### config.mk
export PLATFORM = sky130hd
export DESIGN_NAME = serial_cell_shared_support
export DESIGN_NICKNAME = d
export VERILOG_FILES = /design/src/include/serial_support_pkg.sv /design/src/rtl/packet_abort_watcher.sv /design/src/rtl/serial_cell_shared_support.sv
export VERILOG_INCLUDE_DIRS = /design/src /design/src/include
export SDC_FILE = /design/constraint.sdc
export NUM_CORES = 1
export LEC_CHECK = 0
export CAP_MARGIN = 20
export CORE_MARGIN = 1
export CORE_UTILIZATION = 55
export CTS_CLUSTER_SIZE = 24
export DETAILED_ROUTE_END_ITERATION = 7
export DONT_BUFFER_PORTS = 1
export GPL_TIMING_DRIVEN = 0
export PLACE_DENSITY = 0.7
export SYNTH_ARGS = -nofsm -noshare
export SYNTH_HDL_FRONTEND = slang
export SYNTH_HIERARCHICAL = 1
export SYNTH_SLANG_ARGS = --single-unit
### constraint.sdc
create_clock -name pclk -period 4.3 [get_ports pclk]
set_input_delay 0.645 -clock pclk [delete_from_list [all_inputs] [get_ports pclk]]
set_output_delay 0.645 -clock pclk [all_outputs]
set_load 0.02 [all_outputs]
### src/include/serial_support_cfg.svh
// Offsets, field positions, reset values and timing counts
// Assumes a byte-addressed APB map and a 100 MHz pclk
`ifndef SERIAL_SUPPORT_CFG_SVH
`define SERIAL_SUPPORT_CFG_SVH

// ----------------------------------------
// Register offsets
// ----------------------------------------
`define OFF_RECOVERY 8'h60
`define OFF_START_A 8'h70
`define OFF_START_B 8'h80
`define OFF_DETECT 8'h90
`define OFF_TIMER 8'hA0
`define CELL_SPAN_END 8'h60

// ----------------------------------------
// Fields and reset values
// ----------------------------------------
`define IRC_MSB 5
`define START_BIT 0
`define DET_A_BIT 1
`define DET_B_BIT 0
`define TSEL_BIT 16
`define TVAL_MSB 7
`define RST_BYTE 8'h00
`define RST_WORD 32'h0000_0000

// ----------------------------------------
// Timing
// ----------------------------------------
`define MARK_BITS 15
`define BIT_TIME_NS 4340
`define PCLK_NS 10
`define PCLK_HZ 100000000
`define TICK_HZ 921600

`endif

### src/include/serial_support_pkg.sv
// Types shared by the support block and its channel watchers
// Assumes serial_support_cfg.svh for all numeric constants
package serial_support_pkg;

	typedef enum logic [1:0] {
		st_idle = 2'b00,
		st_cell = 2'b01,
		st_done = 2'b10
	} apb_state_type;

	typedef struct packed {
		logic [7:0] addr;
		logic write;
		logic [7:0] wdata;
	} cell_req_type;

endpackage : serial_support_pkg

### src/rtl/packet_abort_watcher.sv
// One channel of the packet abort watcher
// Assumes line_in is an asynchronous pin; cell_* are on pclk
`timescale 1ns/1ps
`include "serial_support_cfg.svh"

module packet_abort_watcher #(
	parameter int BIT_CYCLES = `BIT_TIME_NS / `PCLK_NS,
	parameter int MARK_BITS = `MARK_BITS
) (
	input wire logic pclk,
	input wire logic presetn,
	input wire logic start,
	input wire logic line_in,
	input wire logic cell_rts,
	input wire logic cell_txd,
	output logic rts_o,
	output logic rts_oe_n,
	output logic txd_o,
	output logic txd_oe_n,
	output logic detect
);
	import serial_support_pkg::*;

	if (BIT_CYCLES < 2 || MARK_BITS < 1 || MARK_BITS > 255)
		$error("packet_abort_watcher: bad parameters");

	logic s1_r, s2_r, detect_r;
	logic [15:0] bit_cnt_r;
	logic [7:0] mark_cnt_r;
	logic bit_end;
	logic watching;

	assign watching = start && !detect_r;
	assign bit_end = bit_cnt_r == 16'(BIT_CYCLES - 1);

	// ----------------------------------------
	// Line sampling
	// ----------------------------------------
	always_ff @(posedge pclk or negedge presetn) begin
		if (!presetn) begin
			s1_r <= 1'b0;
			s2_r <= 1'b0;
		end else begin
			s1_r <= line_in;
			s2_r <= s1_r;
		end
	end

	// Mark bits sampled once per bit time
	always_ff @(posedge pclk or negedge presetn) begin
		if (!presetn) begin
			bit_cnt_r <= 16'h0000;
			mark_cnt_r <= 8'h00;
		end else if (!watching) begin
			bit_cnt_r <= 16'h0000;
			mark_cnt_r <= 8'h00;
		end else if (bit_end) begin
			bit_cnt_r <= 16'h0000;
			mark_cnt_r <= s2_r ? mark_cnt_r + 8'h01 : 8'h00;
		end else begin
			bit_cnt_r <= bit_cnt_r + 16'h0001;
		end
	end

	// ----------------------------------------
	// Detect flag and port takeover
	// ----------------------------------------
	always_ff @(posedge pclk or negedge presetn) begin
		if (!presetn) begin
			detect_r <= 1'b0;
		end else if (watching && mark_cnt_r == 8'(MARK_BITS)) begin
			detect_r <= 1'b1;
		end else if (!start) begin
			detect_r <= 1'b0;
		end
	end

	// Watcher holds RTS asserted, then floats the port
	always_ff @(posedge pclk or negedge presetn) begin
		if (!presetn) begin
			rts_o <= 1'b0;
			rts_oe_n <= 1'b0;
			txd_o <= 1'b1;
			txd_oe_n <= 1'b0;
		end else begin
			rts_o <= start ? 1'b1 : cell_rts;
			rts_oe_n <= detect_r;
			txd_o <= cell_txd;
			txd_oe_n <= detect_r;
		end
	end

	assign detect = detect_r;
endmodule : packet_abort_watcher

### src/rtl/serial_cell_shared_support.sv
// Shared support logic in front of a two-channel serial cell
// Assumes an APB master on pclk and a cell bus on the same clock;
// rxd_* and ext_clk are asynchronous pins.
//
// What this block does
// - Six-bit recovery count register sets access spacing
// - Each cell access reloads and starts recovery timer
// - Next cell access waits for timer zero
// - Start A drives RTS, watches for marks
// - Fifteen marks: float port, raise detect flags
// - Start B arms a second, identical watcher for B
// - Detect register: A in bit1, B bit0
// - Reset clears both detect flags
// - Detect only after arming, then abort seen
// - Detect holds until software clears start
// - Clock select one: count external clock rising edges
// - Clock select zero: count 921.6 kHz tick
// - Timer low byte loads, reads live count
// - Timer reaching zero sets transmit status bit7
//
// Register access over APB was chosen for this implementation.
`timescale 1ns/1ps
`include "serial_support_cfg.svh"

module serial_cell_shared_support
	import serial_support_pkg::*;
#(
	parameter int ADDR_W = 8,
	parameter int BIT_CYCLES = `BIT_TIME_NS / `PCLK_NS
) (
	input wire logic pclk,
	input wire logic presetn,
	input wire logic psel,
	input wire logic penable,
	input wire logic pwrite,
	input wire logic [ADDR_W-1:0] paddr,
	input wire logic [31:0] pwdata,
	output logic [31:0] prdata,
	output logic pready,
	output logic pslverr,
	output cell_req_type cell_cmd,
	output logic cell_req,
	input wire logic cell_ack,
	input wire logic [7:0] cell_rdata,
	input wire logic ext_clk,
	input wire logic cell_rts_a,
	input wire logic cell_txd_a,
	input wire logic rxd_a,
	output logic rts_a,
	output logic rts_a_oe_n,
	output logic txd_a,
	output logic txd_a_oe_n,
	input wire logic cell_rts_b,
	input wire logic cell_txd_b,
	input wire logic rxd_b,
	output logic rts_b,
	output logic rts_b_oe_n,
	output logic txd_b,
	output logic txd_b_oe_n,
	output logic abort_status_a,
	output logic abort_status_b,
	output logic tx_status_timer
);

	if (ADDR_W < 8 || BIT_CYCLES < 2)
		$error("serial_cell_shared_support: bad parameters");

	apb_state_type state_r;
	logic [5:0] irc_r;
	logic [5:0] recov_r;
	logic start_a_r, start_b_r;
	logic tsel_r;
	logic [7:0] timer_r;
	logic [31:0] acc_r;
	logic tick_r;
	logic ext_s1_r, ext_s2_r, ext_s3_r;
	logic [7:0] addr8;
	logic hi_zero;
	logic cell_hit, own_hit;
	logic setup, wr_en, cell_done;
	logic wr_timer, dec_en;
	logic det_a, det_b;
	logic [31:0] rd_word;

	assign addr8 = paddr[7:0];
	assign hi_zero = (paddr >> 8) == '0;
	assign cell_hit = hi_zero && addr8 < `CELL_SPAN_END;
	assign setup = psel && !penable && state_r == st_idle;
	assign cell_done = state_r == st_cell && cell_req && cell_ack;
	assign wr_en = state_r == st_done && psel && penable && pwrite
		&& own_hit;
	assign wr_timer = wr_en && addr8 == `OFF_TIMER;

	// ----------------------------------------
	// Address decode and read mux
	// ----------------------------------------
	always_comb begin
		own_hit = hi_zero;
		rd_word = `RST_WORD;
		unique case (addr8)
			`OFF_RECOVERY: rd_word[`IRC_MSB:0] = irc_r;
			`OFF_START_A: rd_word[`START_BIT] = start_a_r;
			`OFF_START_B: rd_word[`START_BIT] = start_b_r;
			`OFF_DETECT: begin
				rd_word[`DET_A_BIT] = det_a;
				rd_word[`DET_B_BIT] = det_b;
			end
			`OFF_TIMER: begin
				rd_word[`TSEL_BIT] = tsel_r;
				rd_word[`TVAL_MSB:0] = timer_r;
			end
			default: own_hit = 1'b0;
		endcase
	end

	// ----------------------------------------
	// APB slave sequencing
	// ----------------------------------------
	// Own registers answer one cycle after setup; cell accesses
	// wait for recovery and the cell's acknowledge.
	always_ff @(posedge pclk or negedge presetn) begin
		if (!presetn) begin
			state_r <= st_idle;
			pready <= 1'b0;
			pslverr <= 1'b0;
			prdata <= `RST_WORD;
		end else begin
			unique case (state_r)
				st_idle: begin
					if (setup && cell_hit) begin
						state_r <= st_cell;
					end else if (setup) begin
						state_r <= st_done;
						pready <= 1'b1;
						pslverr <= !own_hit;
						prdata <= pwrite ? `RST_WORD : rd_word;
					end
				end
				st_cell: begin
					if (cell_done) begin
						state_r <= st_done;
						pready <= 1'b1;
						pslverr <= 1'b0;
						prdata <= {24'h00_0000, cell_rdata};
					end
				end
				st_done: begin
					state_r <= st_idle;
					pready <= 1'b0;
					pslverr <= 1'b0;
				end
				default: state_r <= st_idle;
			endcase
		end
	end

	// ----------------------------------------
	// Cell access and recovery spacing
	// ----------------------------------------
	always_ff @(posedge pclk or negedge presetn) begin
		if (!presetn) begin
			cell_req <= 1'b0;
			cell_cmd <= '0;
		end else if (cell_done) begin
			cell_req <= 1'b0;
		end else if (state_r == st_cell && !cell_req
			&& recov_r == 6'h00) begin
			cell_req <= 1'b1;
			cell_cmd.addr <= addr8;
			cell_cmd.write <= pwrite;
			cell_cmd.wdata <= pwdata[7:0];
		end
	end

	always_ff @(posedge pclk or negedge presetn) begin
		if (!presetn) begin
			recov_r <= 6'h00;
		end else if (cell_done) begin
			recov_r <= irc_r;
		end else if (recov_r != 6'h00) begin
			recov_r <= recov_r - 6'h01;
		end
	end

	// ----------------------------------------
	// Software registers
	// ----------------------------------------
	always_ff @(posedge pclk or negedge presetn) begin
		if (!presetn) begin
			irc_r <= 6'h00;
			start_a_r <= 1'b0;
			start_b_r <= 1'b0;
			tsel_r <= 1'b0;
		end else if (wr_en) begin
			unique case (addr8)
				`OFF_RECOVERY: irc_r <= pwdata[`IRC_MSB:0];
				`OFF_START_A: start_a_r <= pwdata[`START_BIT];
				`OFF_START_B: start_b_r <= pwdata[`START_BIT];
				`OFF_TIMER: tsel_r <= pwdata[`TSEL_BIT];
				default: ;
			endcase
		end
	end

	// ----------------------------------------
	// Timer clock sources
	// ----------------------------------------
	// Fractional accumulator keeps the tick exact on average;
	// single ticks jitter by one pclk.
	always_ff @(posedge pclk or negedge presetn) begin
		if (!presetn) begin
			acc_r <= `RST_WORD;
			tick_r <= 1'b0;
		end else if (acc_r + `TICK_HZ >= `PCLK_HZ) begin
			acc_r <= acc_r + `TICK_HZ - `PCLK_HZ;
			tick_r <= 1'b1;
		end else begin
			acc_r <= acc_r + `TICK_HZ;
			tick_r <= 1'b0;
		end
	end

	always_ff @(posedge pclk or negedge presetn) begin
		if (!presetn) begin
			ext_s1_r <= 1'b0;
			ext_s2_r <= 1'b0;
			ext_s3_r <= 1'b0;
		end else begin
			ext_s1_r <= ext_clk;
			ext_s2_r <= ext_s1_r;
			ext_s3_r <= ext_s2_r;
		end
	end

	// External clock must stay below pclk/4 to be seen
	assign dec_en = tsel_r ? (ext_s2_r && !ext_s3_r) : tick_r;

	// ----------------------------------------
	// General down timer
	// ----------------------------------------
	always_ff @(posedge pclk or negedge presetn) begin
		if (!presetn) begin
			timer_r <= `RST_BYTE;
		end else if (wr_timer) begin
			timer_r <= pwdata[`TVAL_MSB:0];
		end else if (dec_en && timer_r != 8'h00) begin
			timer_r <= timer_r - 8'h01;
		end
	end

	// Reaching zero wins over a same-cycle reload
	always_ff @(posedge pclk or negedge presetn) begin
		if (!presetn) begin
			tx_status_timer <= 1'b0;
		end else if (dec_en && timer_r == 8'h01) begin
			tx_status_timer <= 1'b1;
		end else if (wr_timer) begin
			tx_status_timer <= 1'b0;
		end
	end

	// ----------------------------------------
	// Channel watchers
	// ----------------------------------------
	packet_abort_watcher #(
		.BIT_CYCLES(BIT_CYCLES),
		.MARK_BITS(`MARK_BITS)
	) u_watch_a (
		.pclk(pclk),
		.presetn(presetn),
		.start(start_a_r),
		.line_in(rxd_a),
		.cell_rts(cell_rts_a),
		.cell_txd(cell_txd_a),
		.rts_o(rts_a),
		.rts_oe_n(rts_a_oe_n),
		.txd_o(txd_a),
		.txd_oe_n(txd_a_oe_n),
		.detect(det_a)
	);

	packet_abort_watcher #(
		.BIT_CYCLES(BIT_CYCLES),
		.MARK_BITS(`MARK_BITS)
	) u_watch_b (
		.pclk(pclk),
		.presetn(presetn),
		.start(start_b_r),
		.line_in(rxd_b),
		.cell_rts(cell_rts_b),
		.cell_txd(cell_txd_b),
		.rts_o(rts_b),
		.rts_oe_n(rts_b_oe_n),
		.txd_o(txd_b),
		.txd_oe_n(txd_b_oe_n),
		.detect(det_b)
	);

	assign abort_status_a = det_a;
	assign abort_status_b = det_b;
endmodule : serial_cell_shared_support

==> reports/qor.txt <==
Die W -> 122.6 um
WL final -> 17.84 mm
syn avg cell area -> 9.690 um^2
NumNets Final -> 947
ys async rst share -> 100.0%
gr usage total -> 24.65%
RSZ-0062 raised after global routing -> false
Data arrival, critical path -> 3680 ps
Vias/cell -> 5.904
Slew @ Worst Pin -> 905.1 ps
detailed-route DRC error count -> 0
fmax -> 296.4 MHz
Worst path max stage delay -> 580 ps
Core ar. -> 14,040 um^2
initial antenna violation count -> 0
sequential area share after synthesis -> 44.80%
setup TNS -> 0 ps
CP endpoint kind -> flop
die height -> 122.6 um
worst-case clock skew -> 11.10 ps
layout cell share with drive strength beyond 1 -> 14.66%
main flop type after synthesis -> dfrtp_1
PostCTS Resize Cnt -> 0
post-synth top area cell -> dfrtp_1
Pins Over Slew Limit -> 0
Max transition margin -> 39.10%
top cell type's share of synthesized area -> 44.14%
Final Hold Fails -> 0
drt pass-1 iters -> 5
most common cell in the synthesized netlist -> dfrtp_1
H-tree levels -> 4
# setup viols final -> 0
initial drt markers -> 475
Commonest cells post-synth -> dfrtp_1 (141), nand2_1 (84), nor2_1 (73), xnor2_1 (46), o21ai_0 (34)
FP Rows -> 43
post-route ant nets -> 0
P per Cell Area -> 384.9 nW/um^2
buffers and inverters on the worst path -> 0
critical path's top delay family -> compound AO/OA/AOI/OAI gates
IO Pins -> 124
CTS Sinks -> 143
Die ar. -> 15,020 um^2
CP startpoint kind -> flop
total CTS buffers -> 17
pin count of the biggest net entering global routing -> 142
routed len/inst -> 16.83 um
grt ovf -> 0
Netlist cell types -> 82
via count -> 6,258
Initial Util -> 56.93%
global-route wire length before repair -> 28.68 mm
Synth area leaders -> dfrtp_1 (44%), xnor2_1 (5.0%), nand2_1 (3.9%)
clock latency on the worst-skew pair -> 430 ps
antenna cell count -> 0
Syn-to-layout area delta -> 11.60%
status -> completed
Synth Warn # -> 6
MaxCap Viol Count -> 0
Max VDD drop -> 0.2938 mV
leak pwr -> 3.703 nW
TritonCTS clock tree -> yes
Clock Path Buffers -> 2
number of synthesized register bits -> 143
number of synthesized flops with an enable pin -> 0
WP data required -> 4610 ps
total power -> 3.434 mW
HP Class -> primary input to async pin
Clock transition at path regs -> 60 ps
Cell Area, Synth -> 7994 um^2
GP Congestion -> 0.8881
IO Port Bufs -> 0
fin crit period -> 3374 ps
fin crit share -> 78.45%
vias in the first global route -> 5,993
kind of critical path -> flop to flop
Slowest cell on crit path -> a211oi_1
Post-CTS Setup Bufs -> 0
Syn Inst Count -> 825
root buffer cell -> clkbuf_16
crit path max fanout -> 9
post-DP HPWL -> 12.22 mm
Cell Chain, Critical Path -> ha_1 -> nand4_2 -> a211oi_1 -> xnor2_1 -> a31oi_1 -> or3_1 -> o311ai_0 -> o21ai_0 -> xor2_1
## final timing paths
check                                    startpoint  slack [ps]  cells past startpoint                   endpoint
setup / recovery                acc_r[13]$_DFF_PN0_         930                      9        acc_r[16]$_DFF_PN0_
hold / removal                              presetn          60                      0  u_watch_b/txd_o$_DFF_PN1_
setup reg to reg                acc_r[13]$_DFF_PN0_         930                      9        acc_r[16]$_DFF_PN0_
hold reg to reg            u_watch_b/s1_r$_DFF_PN0_         350                      0   u_watch_b/s2_r$_DFF_PN0_
max in group asynchronous                   presetn        3560                      1         pready$_DFFE_PN0P_
min in group pclk                        cell_txd_b         210                      0  u_watch_b/txd_o$_DFF_PN1_
## per-stage QoR
stage | instance area, um^2 | instances | utilization, % | hold WS (ps) | setup slack [ps]
floorplan | 8077 | 847 | - | 331.2 | 1531
finish | 8921 | 1060 | 63.53 | 56.94 | 926.5
CTS | 8921 | 1060 | 63.53 | 42.36 | 984.3
detailed placement | 8302 | 1027 | 59.12 | 336.4 | 1013
global placement | 8302 | 1027 | 59.12 | 332.5 | 1030
global route | 8921 | 1060 | 63.53 | 29.04 | 750.8
## cell type report
cell class	count	area (um^2)
Sequential cell	143	3581
Multi-Input combinational cell	614	4011
Tap cell	180	225.2
Buffer	62	379.1
Inverter	28	105.1
Fill cell	1148	5121
Clock buffer	20	456.7
Timing Repair Buffer	1	27.53
Clock inverter	12	135.1
## per-layer routing
| layer | vias up | routed length [um] | global-route usage (%) |
|---|---|---|---|
| met5 | - | 0 | 0 |
| met4 | 0 | 295 | 8.613 |
| met3 | 22 | 983 | 6.738 |
| met2 | 196 | 8674 | 40.91 |
| met1 | 3052 | 7881 | 30.79 |
| li1 | 2988 | - | - |
## registers in the layout, summed over array words and instances (netlist names), 2 cells and up
register	cells
timer_r	8
u_watch_b/mark_cnt_r	8
prdata	9
state_r	2
acc_r	24
recov_r	6
u_watch_b/bit_cnt_r	16
cell_cmd	17
irc_r	6
u_watch_a/mark_cnt_r	8
u_watch_a/bit_cnt_r	16
## worst register-to-register path, stage by stage (launching register included)
cell      delay, ps
dfrtp_1         500
ha_1            320
nand4_2         280
a211oi_1        580
xnor2_1         190
a31oi_1         140
or3_1           450
o311ai_0        410
o21ai_0         200
xor2_1          180
## power by group
| group | switching (mW) | internal (mW) | leakage [nW] | total, mW |
|---|---|---|---|---|
| Clock | 0.590 | 0.886 | 0.279 | 1.48 |
| Combinational | 0.226 | 0.151 | 1.55 | 0.378 |
| Sequential | 0.135 | 1.44 | 1.88 | 1.58 |
| Total | 0.951 | 2.48 | 3.70 | 3.43 |
## cell families (layout without fill, tap and decap cells)
group	Yosys count	in the layout	share of synthesized area (%)
simple gates	330	330	22.46
flops	143	143	44.80
compound gates	141	141	11.69
buf+inv	90	123	6.057
xor+xnor	69	69	7.560
mux	31	31	4.289
fa+ha+maj	20	20	3.099
other cells	1	23	0.04691
## placed cells by master, fill, tap and decap left out, drive strengths merged, types with 25 or more instances in the layout
master	synthesis	routed
dfrtp	141	141
nand2	86	86
nor2	74	74
xnor2	46	46
buf	42	43
clkbuf	20	40
o21ai	34	34
nand3	30	30
a21oi	30	30
inv	28	30
mux2	26	26
nor3	25	25
## timing repair
item | CTS | global route
hold buffers | 1 | 0
hold endpoints to repair | 141 | 0
endpoints found under the setup margin | 0 | 0
Power figures use the tool's default switching activity.
